--- src/ssh_pkg.sv ---
// package: register map, opcodes, reset values and carrier types of the security command handler
// ----------------------------------------------------------------------------
// ----------------------------------------------------------------------------
package ssh_pkg;
   // ---------------------------------------------------------------------
   // register byte offsets
   // ---------------------------------------------------------------------
   localparam logic [7:0] ADR_CMD = 8'h00;
   localparam logic [7:0] ADR_DATA = 8'h04;
   localparam logic [7:0] ADR_STAT = 8'h08;
   localparam logic [7:0] ADR_ERR = 8'h0C;
   localparam logic [7:0] ADR_SCNT = 8'h10;
   localparam logic [7:0] ADR_CTRL = 8'h14;
   localparam logic [7:0] ADR_KEY = 8'h18;
   localparam logic [7:0] ADR_IST = 8'h1C;
   localparam logic [7:0] ADR_ICLR = 8'h20;
   localparam logic [7:0] ADR_IEN = 8'h24;
   // ---------------------------------------------------------------------
   // opcodes, field positions, reset values
   // ---------------------------------------------------------------------
   localparam logic [7:0] OP_DISABLE = 8'hF6;
   localparam logic [7:0] OP_PREPARE = 8'hF3;
   localparam logic [7:0] OP_ERASE = 8'hF4;
   localparam logic [7:0] OP_FREEZE = 8'hF5;
   localparam int CTRL_LOCK_BIT = 0;
   localparam int CTRL_SEC_BIT = 1;
   localparam int KEY_MAS_BIT = 20;
   localparam int KEY_IDX_LSB = 16;
   localparam int ERR_ABRT_BIT = 2;
   localparam int SECTOR_WORDS_DEF = 256;
   localparam int PW_WORDS_DEF = 16;
   localparam int ATTEMPTS_DEF = 5;
   localparam logic [7:0] SCNT_RST = 8'h01;
   localparam logic [7:0] CMD_RST = 8'h00;
   localparam logic SEC_RST = 1'b1;
   localparam logic [2:0] IRQ_RST = 3'h0;
   localparam int EV_DONE = 0;
   localparam int EV_ABRT = 1;
   localparam int EV_ERASE = 2;
   // ---------------------------------------------------------------------
   // carrier types
   // ---------------------------------------------------------------------
   typedef enum logic [1:0] {ST_IDLE, ST_CHECK, ST_XFER, ST_EXEC} ssh_state_t;
   typedef struct packed {
      logic vld;
      logic [7:0] idx;
      logic [15:0] data;
   } ssh_word_t;
   typedef struct packed {
      logic wr;
      logic master;
      logic [3:0] idx;
      logic [15:0] data;
   } ssh_key_t;
   typedef struct packed {
      logic [2:0] attempts;
      logic sec;
      logic prep;
      logic frozen;
      logic locked;
      logic bsy;
      logic drq;
      logic err;
   } ssh_stat_t;
endpackage

--- src/ssh_pw_cmp.sv ---
// password store and streaming comparator for the security command handler
`timescale 1ns/100ps
module ssh_pw_cmp #(
   parameter int PW_WORDS = ssh_pkg::PW_WORDS_DEF
) (
   input wire logic clk_i,
   input wire logic rst_i,
   input wire ssh_pkg::ssh_key_t key_i,
   input wire ssh_pkg::ssh_word_t word_i,
   output logic match_o
);
   localparam int IW = $clog2(PW_WORDS);
   localparam logic [7:0] PW_LAST = 8'(PW_WORDS);

   logic [15:0] store_reg [2][PW_WORDS];
   logic mas_reg;
   logic mism_reg;

   if (PW_WORDS < 2 || PW_WORDS > 16)
   begin : g_chk
      $error("PW_WORDS must lie in 2..16");
   end

   // ---------------------------------------------------------------------
   // stored passwords, written only by software, never by a command
   // ---------------------------------------------------------------------
   always_ff @(posedge clk_i)
   begin
      if (rst_i)
      begin
         for (int i = 0; i < PW_WORDS; i++)
         begin
            store_reg[0][i] <= 16'h0000;
            store_reg[1][i] <= 16'h0000;
         end
      end
      else if (key_i.wr && {1'b0, key_i.idx} < 5'(PW_WORDS))
      begin
         store_reg[key_i.master][key_i.idx[IW-1:0]] <= key_i.data;
      end
   end

   // word zero picks the set; words 1 to PW_WORDS are checked as they stream in, later ones are ignored
   always_ff @(posedge clk_i)
   begin
      if (rst_i)
      begin
         mas_reg <= 1'b0;
         mism_reg <= 1'b0;
      end
      else if (word_i.vld)
      begin
         if (word_i.idx == 8'h00)
         begin
            mas_reg <= word_i.data[0];
            mism_reg <= 1'b0;
         end
         else if (word_i.idx <= PW_LAST && word_i.data !=
                  store_reg[mas_reg][IW'(word_i.idx - 8'h01)])
         begin
            mism_reg <= 1'b1;
         end
      end
   end

   assign match_o = ~mism_reg;
endmodule

--- src/ssh_top.sv ---
// security command handler: wishbone task file, sector intake, lock and freeze state
//
// The Wishbone interface to the registers and the placing of the registers were decided locally.
`timescale 1ns/100ps
module ssh_top #(
   parameter int SECTOR_WORDS = ssh_pkg::SECTOR_WORDS_DEF,
   parameter int PW_WORDS = ssh_pkg::PW_WORDS_DEF,
   parameter int ATTEMPTS = ssh_pkg::ATTEMPTS_DEF
) (
   input wire logic clk_i,
   input wire logic rst_i,
   input wire logic wb_cyc_i,
   input wire logic wb_stb_i,
   input wire logic wb_we_i,
   input wire logic [7:0] wb_adr_i,
   input wire logic [3:0] wb_sel_i,
   input wire logic [31:0] wb_dat_i,
   output logic [31:0] wb_dat_o,
   output logic wb_ack_o,
   output logic irq_o,
   output logic erase_o,
   output logic wear_level_o
);
   localparam logic [7:0] LAST_WORD = 8'(SECTOR_WORDS - 1);
   localparam logic [2:0] ATT_INIT = 3'(ATTEMPTS);

   if (SECTOR_WORDS < PW_WORDS + 1 || SECTOR_WORDS > 256 || ATTEMPTS < 1 || ATTEMPTS > 7)
   begin : g_chk
      $error("sector, password or attempt size out of range");
   end

   ssh_pkg::ssh_state_t st_reg;
   ssh_pkg::ssh_state_t st_next;
   ssh_pkg::ssh_word_t word;
   ssh_pkg::ssh_key_t key;
   ssh_pkg::ssh_stat_t stat;
   logic ack_reg;
   logic [31:0] rdat_reg;
   logic [31:0] rmux;
   logic acc_wr;
   logic [7:0] cmd_reg;
   logic [7:0] scnt_reg;
   logic [7:0] widx_reg;
   logic err_reg;
   logic locked_reg;
   logic frozen_reg;
   logic prep_reg;
   logic sec_reg;
   logic [2:0] att_reg;
   logic [2:0] ist_reg;
   logic [2:0] ien_reg;
   logic erase_reg;
   logic wear_reg;
   logic match;
   logic cmd_go;
   logic fin;
   logic fin_err;
   logic unlock_ok;
   logic erase_ok;
   logic att_dec;

   // true when an accepted write hits the given offset
   function automatic logic wr_hit(input logic [7:0] a);
      return acc_wr && wb_adr_i == a;
   endfunction

   // ---------------------------------------------------------------------
   // wishbone slave: ack one cycle after the request, read data registered
   // ---------------------------------------------------------------------
   always_ff @(posedge clk_i)
   begin
      if (rst_i)
      begin
         ack_reg <= 1'b0;
         rdat_reg <= 32'h0000_0000;
      end
      else
      begin
         ack_reg <= wb_cyc_i & wb_stb_i & ~ack_reg;
         rdat_reg <= rmux;
      end
   end

   // writes land on the edge that carries ack; lane 0 must be enabled
   assign acc_wr = wb_cyc_i & wb_stb_i & ack_reg & wb_we_i & wb_sel_i[0];
   assign wb_ack_o = ack_reg;
   assign wb_dat_o = rdat_reg;

   // status view: unmapped and write-only offsets read as zero
   always_comb
   begin
      stat = '{attempts: att_reg, sec: sec_reg, prep: prep_reg, frozen: frozen_reg,
               locked: locked_reg, bsy: st_reg != ssh_pkg::ST_IDLE,
               drq: st_reg == ssh_pkg::ST_XFER, err: err_reg};
      unique case (wb_adr_i)
         ssh_pkg::ADR_CMD: rmux = {24'h00_0000, cmd_reg};
         ssh_pkg::ADR_STAT: rmux = {22'h00_0000, stat};
         ssh_pkg::ADR_ERR: rmux = {29'h0000_0000, err_reg, 2'h0};
         ssh_pkg::ADR_SCNT: rmux = {24'h00_0000, scnt_reg};
         ssh_pkg::ADR_CTRL: rmux = {30'h0000_0000, sec_reg, locked_reg};
         ssh_pkg::ADR_IST: rmux = {29'h0000_0000, ist_reg};
         ssh_pkg::ADR_IEN: rmux = {29'h0000_0000, ien_reg};
         default: rmux = 32'h0000_0000;
      endcase
   end

   // ---------------------------------------------------------------------
   // command intake and sector stream
   // ---------------------------------------------------------------------
   // a command written while busy is dropped, as on a real task file
   always_comb
   begin
      cmd_go = wr_hit(ssh_pkg::ADR_CMD) && st_reg == ssh_pkg::ST_IDLE;
   end

   always_ff @(posedge clk_i)
   begin
      if (rst_i)
      begin
         cmd_reg <= ssh_pkg::CMD_RST;
      end
      else if (cmd_go)
      begin
         cmd_reg <= wb_dat_i[7:0];
      end
   end

   // word counter over the single data sector
   always_ff @(posedge clk_i)
   begin
      if (rst_i || st_reg != ssh_pkg::ST_XFER)
      begin
         widx_reg <= 8'h00;
      end
      else if (word.vld)
      begin
         widx_reg <= widx_reg + 8'h01;
      end
   end

   // a process, not assigns: wr_hit reads the bus inside, which an assign would not wake on
   always_comb
   begin
      word = '{vld: wr_hit(ssh_pkg::ADR_DATA) && st_reg == ssh_pkg::ST_XFER,
               idx: widx_reg, data: wb_dat_i[15:0]};
      key = '{wr: wr_hit(ssh_pkg::ADR_KEY), master: wb_dat_i[ssh_pkg::KEY_MAS_BIT],
              idx: wb_dat_i[ssh_pkg::KEY_IDX_LSB +: 4], data: wb_dat_i[15:0]};
   end

   ssh_pw_cmp #(
      .PW_WORDS(PW_WORDS)
   ) u_cmp (
      .clk_i(clk_i),
      .rst_i(rst_i),
      .key_i(key),
      .word_i(word),
      .match_o(match)
   );

   // ---------------------------------------------------------------------
   // command sequencer
   // ---------------------------------------------------------------------
   always_comb
   begin
      st_next = st_reg;
      fin = 1'b0;
      fin_err = 1'b0;
      unique case (st_reg)
         ssh_pkg::ST_IDLE:
         begin
            if (cmd_go)
            begin
               st_next = ssh_pkg::ST_CHECK;
            end
         end
         ssh_pkg::ST_CHECK:
         begin
            st_next = ssh_pkg::ST_IDLE;
            fin = 1'b1;
            unique case (cmd_reg)
               ssh_pkg::OP_DISABLE:
               begin
                  if (!sec_reg || frozen_reg)
                  begin
                     fin_err = 1'b1;
                  end
                  else
                  begin
                     fin = 1'b0;
                     st_next = ssh_pkg::ST_XFER;
                  end
               end
               ssh_pkg::OP_ERASE:
               begin
                  // no data is taken once any abort cause is known
                  if (!sec_reg || frozen_reg || !prep_reg || att_reg == 3'h0)
                  begin
                     fin_err = 1'b1;
                  end
                  else
                  begin
                     fin = 1'b0;
                     st_next = ssh_pkg::ST_XFER;
                  end
               end
               ssh_pkg::OP_PREPARE:
               begin
                  fin_err = !sec_reg;
               end
               default:
               begin
                  fin_err = 1'b0; // freeze and foreign opcodes just complete
               end
            endcase
         end
         ssh_pkg::ST_XFER:
         begin
            if (word.vld && widx_reg == LAST_WORD)
            begin
               st_next = ssh_pkg::ST_EXEC;
            end
         end
         ssh_pkg::ST_EXEC:
         begin
            st_next = ssh_pkg::ST_IDLE;
            fin = 1'b1;
            fin_err = !match;
         end
      endcase
   end

   always_ff @(posedge clk_i)
   begin
      if (rst_i)
      begin
         st_reg <= ssh_pkg::ST_IDLE;
      end
      else
      begin
         st_reg <= st_next;
      end
   end

   assign unlock_ok = st_reg == ssh_pkg::ST_EXEC && match;
   assign erase_ok = unlock_ok && cmd_reg == ssh_pkg::OP_ERASE;
   assign att_dec = st_reg == ssh_pkg::ST_EXEC && !match && cmd_reg == ssh_pkg::OP_ERASE;

   // ---------------------------------------------------------------------
   // security state
   // ---------------------------------------------------------------------
   // lock mode: software restores it from media, a good password clears it
   always_ff @(posedge clk_i)
   begin
      if (rst_i)
      begin
         locked_reg <= 1'b0;
      end
      else if (unlock_ok)
      begin
         locked_reg <= 1'b0;
      end
      else if (wr_hit(ssh_pkg::ADR_CTRL))
      begin
         locked_reg <= wb_dat_i[ssh_pkg::CTRL_LOCK_BIT];
      end
   end

   // feature-set present flag, steers freeze opcode decoding
   always_ff @(posedge clk_i)
   begin
      if (rst_i)
      begin
         sec_reg <= ssh_pkg::SEC_RST;
      end
      else if (wr_hit(ssh_pkg::ADR_CTRL))
      begin
         sec_reg <= wb_dat_i[ssh_pkg::CTRL_SEC_BIT];
      end
   end

   // frozen: set by freeze, cleared by nothing but reset
   always_ff @(posedge clk_i)
   begin
      if (rst_i)
      begin
         frozen_reg <= 1'b0;
      end
      else if (fin && cmd_reg == ssh_pkg::OP_FREEZE && sec_reg)
      begin
         frozen_reg <= 1'b1;
      end
   end

   // prepare is armed only by the command just completed
   always_ff @(posedge clk_i)
   begin
      if (rst_i)
      begin
         prep_reg <= 1'b0;
      end
      else if (fin)
      begin
         prep_reg <= cmd_reg == ssh_pkg::OP_PREPARE && !fin_err;
      end
   end

   // attempt counter; stays at zero until reset
   always_ff @(posedge clk_i)
   begin
      if (rst_i)
      begin
         att_reg <= ATT_INIT;
      end
      else if (att_dec && att_reg != 3'h0)
      begin
         att_reg <= att_reg - 3'h1;
      end
   end

   // error register and sector count as seen by the host
   always_ff @(posedge clk_i)
   begin
      if (rst_i)
      begin
         err_reg <= 1'b0;
         scnt_reg <= ssh_pkg::SCNT_RST;
      end
      else
      begin
         if (cmd_go)
         begin
            err_reg <= 1'b0;
         end
         else if (fin)
         begin
            err_reg <= fin_err;
         end
         if (fin && cmd_reg == ssh_pkg::OP_FREEZE && sec_reg)
         begin
            scnt_reg <= 8'h00;
         end
         else if (wr_hit(ssh_pkg::ADR_SCNT))
         begin
            scnt_reg <= wb_dat_i[7:0];
         end
      end
   end

   // one-cycle requests to the flash back end
   always_ff @(posedge clk_i)
   begin
      if (rst_i)
      begin
         erase_reg <= 1'b0;
         wear_reg <= 1'b0;
      end
      else
      begin
         erase_reg <= erase_ok;
         wear_reg <= fin && cmd_reg == ssh_pkg::OP_FREEZE && !sec_reg;
      end
   end

   assign erase_o = erase_reg;
   assign wear_level_o = wear_reg;

   // ---------------------------------------------------------------------
   // interrupt status, enable and clear
   // ---------------------------------------------------------------------
   // a new event beats a clear in the same cycle
   always_ff @(posedge clk_i)
   begin
      if (rst_i)
      begin
         ist_reg <= ssh_pkg::IRQ_RST;
         ien_reg <= ssh_pkg::IRQ_RST;
      end
      else
      begin
         ist_reg[ssh_pkg::EV_DONE] <= fin || (ist_reg[ssh_pkg::EV_DONE] &&
            !(wr_hit(ssh_pkg::ADR_ICLR) && wb_dat_i[ssh_pkg::EV_DONE]));
         ist_reg[ssh_pkg::EV_ABRT] <= (fin && fin_err) || (ist_reg[ssh_pkg::EV_ABRT] &&
            !(wr_hit(ssh_pkg::ADR_ICLR) && wb_dat_i[ssh_pkg::EV_ABRT]));
         ist_reg[ssh_pkg::EV_ERASE] <= erase_ok || (ist_reg[ssh_pkg::EV_ERASE] &&
            !(wr_hit(ssh_pkg::ADR_ICLR) && wb_dat_i[ssh_pkg::EV_ERASE]));
         if (wr_hit(ssh_pkg::ADR_IEN))
         begin
            ien_reg <= wb_dat_i[2:0];
         end
      end
   end

   assign irq_o = |(ist_reg & ien_reg);
endmodule

--- config.mk ---
export PLATFORM = sky130hd
export DESIGN_NAME = ssh_top
export DESIGN_NICKNAME = d
export VERILOG_FILES = /design/src/ssh_pkg.sv /design/src/ssh_pw_cmp.sv /design/src/ssh_top.sv
export SDC_FILE = /design/constraint.sdc
export NUM_CORES = 1
export LEC_CHECK = 0
export BUFFER_PORTS_ARGS = -buffer_cell sky130_fd_sc_hd__buf_4
export CAP_MARGIN = 20
export CORE_MARGIN = 1.5
export CORE_UTILIZATION = 55
export DETAILED_ROUTE_END_ITERATION = 10
export GPL_TIMING_DRIVEN = 0
export PLACE_DENSITY_LB_ADDON = 0.12
export SLEW_MARGIN = 20
export SYNTH_ARGS = -nofsm -noshare
export SYNTH_HDL_FRONTEND = slang
export SYNTH_SLANG_ARGS = --single-unit
--- constraint.sdc ---
create_clock -name clk_i -period 5.6 [get_ports clk_i]
set_input_delay 0.56 -clock clk_i [delete_from_list [all_inputs] [get_ports clk_i]]
set_output_delay 0.56 -clock clk_i [all_outputs]
set_load 0.005 [all_outputs]
=== Word level (Yosys, flattened, before mapping) ===
Memories as Yosys holds them, arrays and structs flattened. A register that Yosys moved wholly into a read port is not among the register bits.
Index checks and enable logic that the tools add are counted.

* Logic and storage cells: 147
* Memories: 1
* Output and inout bits: 36
* Register bits after elaboration: 77
* Bits of input ports: 49
* RAM bits: 512

* Reductions and logical operators: 57
* Order comparisons: 4
* Equality and inequality tests: 21
* $add $sub $neg: 3
* Muxes and demuxes: 32
* Bitwise operators: 10

{| class="wikitable"
|+ Memory list
! memory !! words !! bits a word !! rd ports !! clocked after memory_dff !! wr ports !! RTL line !! text
|-
| u_cmp.store_reg || 2 || 256 || 1 || 1 || 2 || ssh_pw_cmp.sv:15 || <nowiki>logic [15:0] store_reg [2][PW_WORDS];</nowiki>
|}

{| class="wikitable"
|+ Operators with widths
! kind !! count
|-
| $mux 256 || 3
|-
| $reduce_or 256->1 || 1
|-
| $pmux 10 s7 || 1
|-
| $bmux 16 s4 || 1
|-
| $demux 16 s4 || 1
|-
| $mux 16 || 3
|-
| $eq 8x8->1 const B || 5
|-
| $eq 8x5->1 const B || 4
|-
| $logic_and 1x1->1 || 28
|-
| $eq 8x4->1 const B || 2
|-
| $eq 8x6->1 const B || 2
|-
| $logic_not 8->1 || 2
|-
| $ne 16x16->1 || 1
|-
| $mux 1 || 13
|-
| $ge 5x5->1 const B || 2
|-
| $not 4->5 || 2
|-
| $add 8x1->8 const B || 1
|-
| $eq 8x3->1 const B || 1
|-
| $le 8x5->1 const B || 1
|-
| $mux 2 || 4
|-
| $pmux 2 s4 || 1
|-
| $logic_or 1x1->1 || 7
|-
| $logic_not 1->1 || 6
|-
| $pmux 1 s2 || 3
|-
| other kinds (19) || 32
|}

=== Longest topological paths before layout ===
* Depth after elaboration: 10
* Gate-level depth with buffers: 14

=== Modules after synthesis ===
Synthesis repeated with hierarchy kept, for this count alone.

* Cells, all modules: 1877
* Area total of the unflattened synthesis: 26857.0 um2

{| class="wikitable"
|+ Modules (own cells, without submodules)
! module !! area an instance (um2) !! instances !! cells an instance
|-
| ssh_pw_cmp || 24050.6 || 1 || 1560
|-
| ssh_top || 2806.4 || 1 || 317
|}

=== Least setup slack after synthesis ===
Ideal clock, no wire load.

* Path kind: input -> register
* From: in wb_adr_i[7]
* To: mem u_cmp.store_reg[0][48] (netlist bit) (enable)
* Slack: 2.007 ns
* Arrival time: 3.182 ns
* Path buffers: 1
* Setup time: 0.411 ns
* Cell stages on the path: 8
* Required time: 5.189 ns
* Path through: nor3_1 > nand2_1 > nor2_1 > nor4b_1 > nor2b_1 > nand2b_1 > clkbuf_1 > o21ai_0

{| class="wikitable"
|+ RTL lines
! element !! RTL line !! text
|-
| from (decl) || ssh_top.sv:15 || <nowiki>input wire logic [7:0] wb_adr_i,</nowiki>
|-
| to (decl) || ssh_pw_cmp.sv:15 ||
|}

=== Worst setup path after layout ===
* From: reg widx_reg[0]
* To: reg u_cmp.mism_reg

* Word-level cells in the longest chain between the ends: 9
* Elaborated cells on any way between the ends: 12

{| class="wikitable"
|+ RTL lines
! element !! RTL line !! text
|-
| from (decl) || ssh_top.sv:43 || <nowiki>logic [7:0] widx_reg;</nowiki>
|-
| from (signal assigned) || ssh_top.sv:137 || <nowiki>widx_reg <= widx_reg + 8'h01;</nowiki>
|-
| $sub 4x1->4 || ssh_pw_cmp.sv:59 || <nowiki>store_reg[mas_reg][IW'(word_i.idx - 8'h01)])</nowiki>
|-
| $not 4->5 (not written as such) || ssh_pw_cmp.sv:59 ||
|-
| $bmux 16 s4 || ssh_pw_cmp.sv:59 ||
|-
| $mux 16 (not written as such) (2 in series) || ssh_pw_cmp.sv:59 ||
|-
| $ne 16x16->1 || ssh_pw_cmp.sv:58 || <nowiki>else if (word_i.idx <= PW_LAST && word_i.data !=</nowiki>
|-
| $logic_and 1x1->1 || ssh_pw_cmp.sv:58 ||
|-
| $reduce_bool 2->1 (no source line) || -- ||
|-
| $reduce_and 2->1 (no source line) || -- ||
|-
| to (signal assigned) || ssh_pw_cmp.sv:49 || <nowiki>mism_reg <= 1'b0;</nowiki>
|-
| to (signal assigned) || ssh_pw_cmp.sv:56 || <nowiki>mism_reg <= 1'b0;</nowiki>
|-
| to (signal assigned) || ssh_pw_cmp.sv:61 || <nowiki>mism_reg <= 1'b1;</nowiki>
|-
| to (decl) || ssh_pw_cmp.sv:17 || <nowiki>logic mism_reg;</nowiki>
|}

Parallel ways exist; a longest one is shown, timed or not. The select of a mux whose other input is x is not followed.
A chain may end at the register's enable or synchronous reset.

==> summary.txt <==
fmax: 205 MHz
ratio of cells with drive above 1 in the final layout: 0.184
Post-CTS Setup Repair Bufs: 0
Area after DPL: 28200 sq um
register bit total from synthesis: 568
# setup viols final: 0
Final Critical Period: 4.88 ns
setup total negative slack: 0 ns
clock sink count: 568
top area cells in the synthesized netlist: edfxtp_1 58%, and2_1 12%, mux4_2 11%
Leak Pwr: 10.9 nW
Buf/Inv on CP: 6
CTS tree: built
final slew viol count: 0
core footprint: 47500 sq um
Post-Place Cells: 2540
Die X: 222 microns
IO buf count: 39
number of enable flip-flop cells after synthesis: 512
DRT antenna net count: 0
Cells after Synth: 1842
n_diodes: 0
Ys Warns: 0
worst rel slew slack: 0.171
DR vias: 16700
Synth area leader: edfxtp_1
RSZ-0062 raised after global routing: no
DRC marker count from the first detailed-route iteration: 2420
Combinational Power Share: 0.045
crit path cell chain: buf_2 > buf_6 > buf_2 > buf_2 > buf_1 > buf_2 > mux4_2 > a22oi_1 > nand3_1 > xnor2_1 > o211ai_1 > a21oi_1 > a31oi_1
pwr dens: 302 nW/um^2
status: finished, final reports clean
Reg power frac: 0.523
Syn Area/Cell: 14.3 sq um
Total Routed Length: 78100 microns
most used cell, CP: buf_2
Largest register FFs: 512
ys async rst share: 0
Top delay family on crit path: buffers and inverters
Cell variety after synth: 63
synthesized cell area: 26400 sq um
Final HPWL DP: 53900 microns
first-pass GRT wire length: 112000 microns
Worst Path Max Fanout: 10
maximum number of pins on one net before global-route repair: 17
nets@finish: 2041
crit path DAT: 5.37 ns
switching share of total power: 0.216
chip height: 222 microns
Register Area: 16500 sq um
fin area: 30100 sq um
GRT overflow: 0
Critical Path RT: 6.08 ns
final core occ: 0.633
top cell type's share of synthesized area: 0.583
critical path type: reg2reg
hold path cells: 3
Clock Power Share: 0.432
tightest hold margin: 0.225 ns
full die area: 49300 sq um
FF-to-FF setup slack: 0.72 ns
Rows: 80
P_sw: 1.96 mW
startpoint of the worst hold path: wb_stb_i
Int Power: 7.12 mW
global placement routability congestion: 0.918
FILL cells: 3529
WL/cell: 29.5 microns
fin crit share: 0.872
Pwr Total: 9.08 mW
Setup WS post-layout: 0.715 ns
Hold EP: wb_ack_o$_SDFF_PP0_
Synth Flop Type: edfxtp_1
Clock Tree Root: clkbuf_16
origin of the critical flop-to-flop path: widx_reg[0]$_SDFFE_PP0P_
crit start category: flop
Worst-Margin Slew: 1.24 ns
number of global-route vias before repair: 16300
post-cts sizing count: 0
vias per cell: 6.30
Multi-input gate area: 9370 sq um
# DRC: 0
largest stage delay on the critical path: 0.86 ns
clk buf depth: 3
post-route insts no fill: 2649
Area growth syn-to-layout: 14.2%
Reg-to-Reg End: u_cmp.mism_reg$_SDFFE_PP0P_
first drt pass iteration count: 6
Max IR drop VDD: 230 uV
number of antenna violations at the first check in global routing: 1
worst-case reg-to-reg path depth: 13
total CTS buffers: 59
dpl ws: 0.802 ns
CP Capture Type: flop
Final Hold Viols: 0
num ports: 85
GRT Total Usage: 0.321
hold_buf cts: 0
most frequent cells after synthesis: 518 x and2_1, 512 x edfxtp_1, 129 x mux4_2
worst skew pair latency: 0.62 ns
final clock skew: 0.00812 ns
CP max stage cell: buf_1
Hold Crit Class: in2reg
Starting Density: 0.555
maxcap violations: 0
H-tree depth: 2
most frequent cell after synthesis: and2_1
CTS clk-pin slew, worst paths: 0.06 ns
post-synthesis sequential area ratio: 0.626
==> power by group through the flow <==
stage / clock, mW / sequential [mW] / combinational, mW
final: 3.92 / 4.75 / 0.405
after global routing: 4.07 / 4.76 / 0.422
after CTS: 3.92 / 4.75 / 0.400
after detailed placement: 0 / 4.84 / 0.399
after global placement: 0 / 4.85 / 0.344
after floorplan: 0 / 4.83 / 0.191
==> worst max-delay path by stage <==
stage / startpoint / to / slack, ns / depth (start not counted)
2_1_floorplan: wb_adr_i[7] / u_cmp.store_reg[0][48]$_SDFFCE_PN0P_ / 2.01 / 8
3_3_place_gp: wb_adr_i[7] / u_cmp.store_reg[0][57]$_SDFFCE_PN0P_ / -0.54 / 9
3_5_place_dp: widx_reg[0]$_SDFFE_PP0P_ / u_cmp.mism_reg$_SDFFE_PP0P_ / 0.80 / 13
4_1_cts: widx_reg[0]$_SDFFE_PP0P_ / u_cmp.mism_reg$_SDFFE_PP0P_ / 0.79 / 13
5_1_grt: widx_reg[0]$_SDFFE_PP0P_ / u_cmp.mism_reg$_SDFFE_PP0P_ / 0.71 / 13
6_report: widx_reg[0]$_SDFFE_PP0P_ / u_cmp.mism_reg$_SDFFE_PP0P_ / 0.72 / 13
==> worst register-to-register path, stage by stage (launching register included) <==
cell and delay, ns:
dfxtp_1 0.33, buf_2 0.34, buf_6 0.24, buf_2 0.34, buf_2 0.45, buf_1 0.87, buf_2 0.68, mux4_2 0.40
a22oi_1 0.21, nand3_1 0.13, xnor2_1 0.24, o211ai_1 0.20, a21oi_1 0.22, a31oi_1 0.11
==> cells in the final DEF, fill, tap and decap left out, drive strengths merged, types with 9 or more instances in the layout <==
master	instances
and2	518
edfxtp	512
clkbuf	189
mux4	139
buf	117
nor2	84
nand2	63
dfxtp	56
o21ai	41
mux2i	38
clkinv	29
nand3	23
a21oi	23
conb	22
nor3	18
a22oi	15
xor2	12
nor2b	10
xnor2	10
nor4	9
nand4	9
==> final cells by class <==
cell class                      instances  share of cell area
Tap cell                              615              0.0256
Inverter                                9             0.00112
Clock buffer                           72              0.0524
Buffer                                172              0.0276
Multi-Input combinational cell       1114               0.311
Timing Repair Buffer                   63              0.0234
Sequential cell                       568               0.548
Clock inverter                         36              0.0108
==> per-layer routing <==
layer / vias up / track usage / routed length [microns]
li1: 7023 / - / -
met1: 8373 / 0.453 / 30100
met2: 1102 / 0.511 / 36900
met3: 186 / 0.0448 / 8160
met4: 0 / 0.124 / 2990
met5: - / 0 / 0
==> logic make-up (layout without fill, tap and decap cells) <==
| kind of cell | after synthesis | in the layout | share of synthesized area |
|---|---|---|---|
| buffers and inverters | 181 | 352 | 0.0327 |
| flip-flops | 568 | 568 | 0.626 |
| other | 1 | 22 | 0.000142 |
| AND/OR/NAND/NOR | 769 | 769 | 0.168 |
| adder cells (fa/ha/maj) | 5 | 5 | 0.00237 |
| XOR/XNOR | 22 | 22 | 0.00731 |
| AO/OA/AOI/OAI | 118 | 118 | 0.0290 |
| multiplexers | 178 | 178 | 0.135 |
No activity file was read; power rests on OpenSTA's default activity.
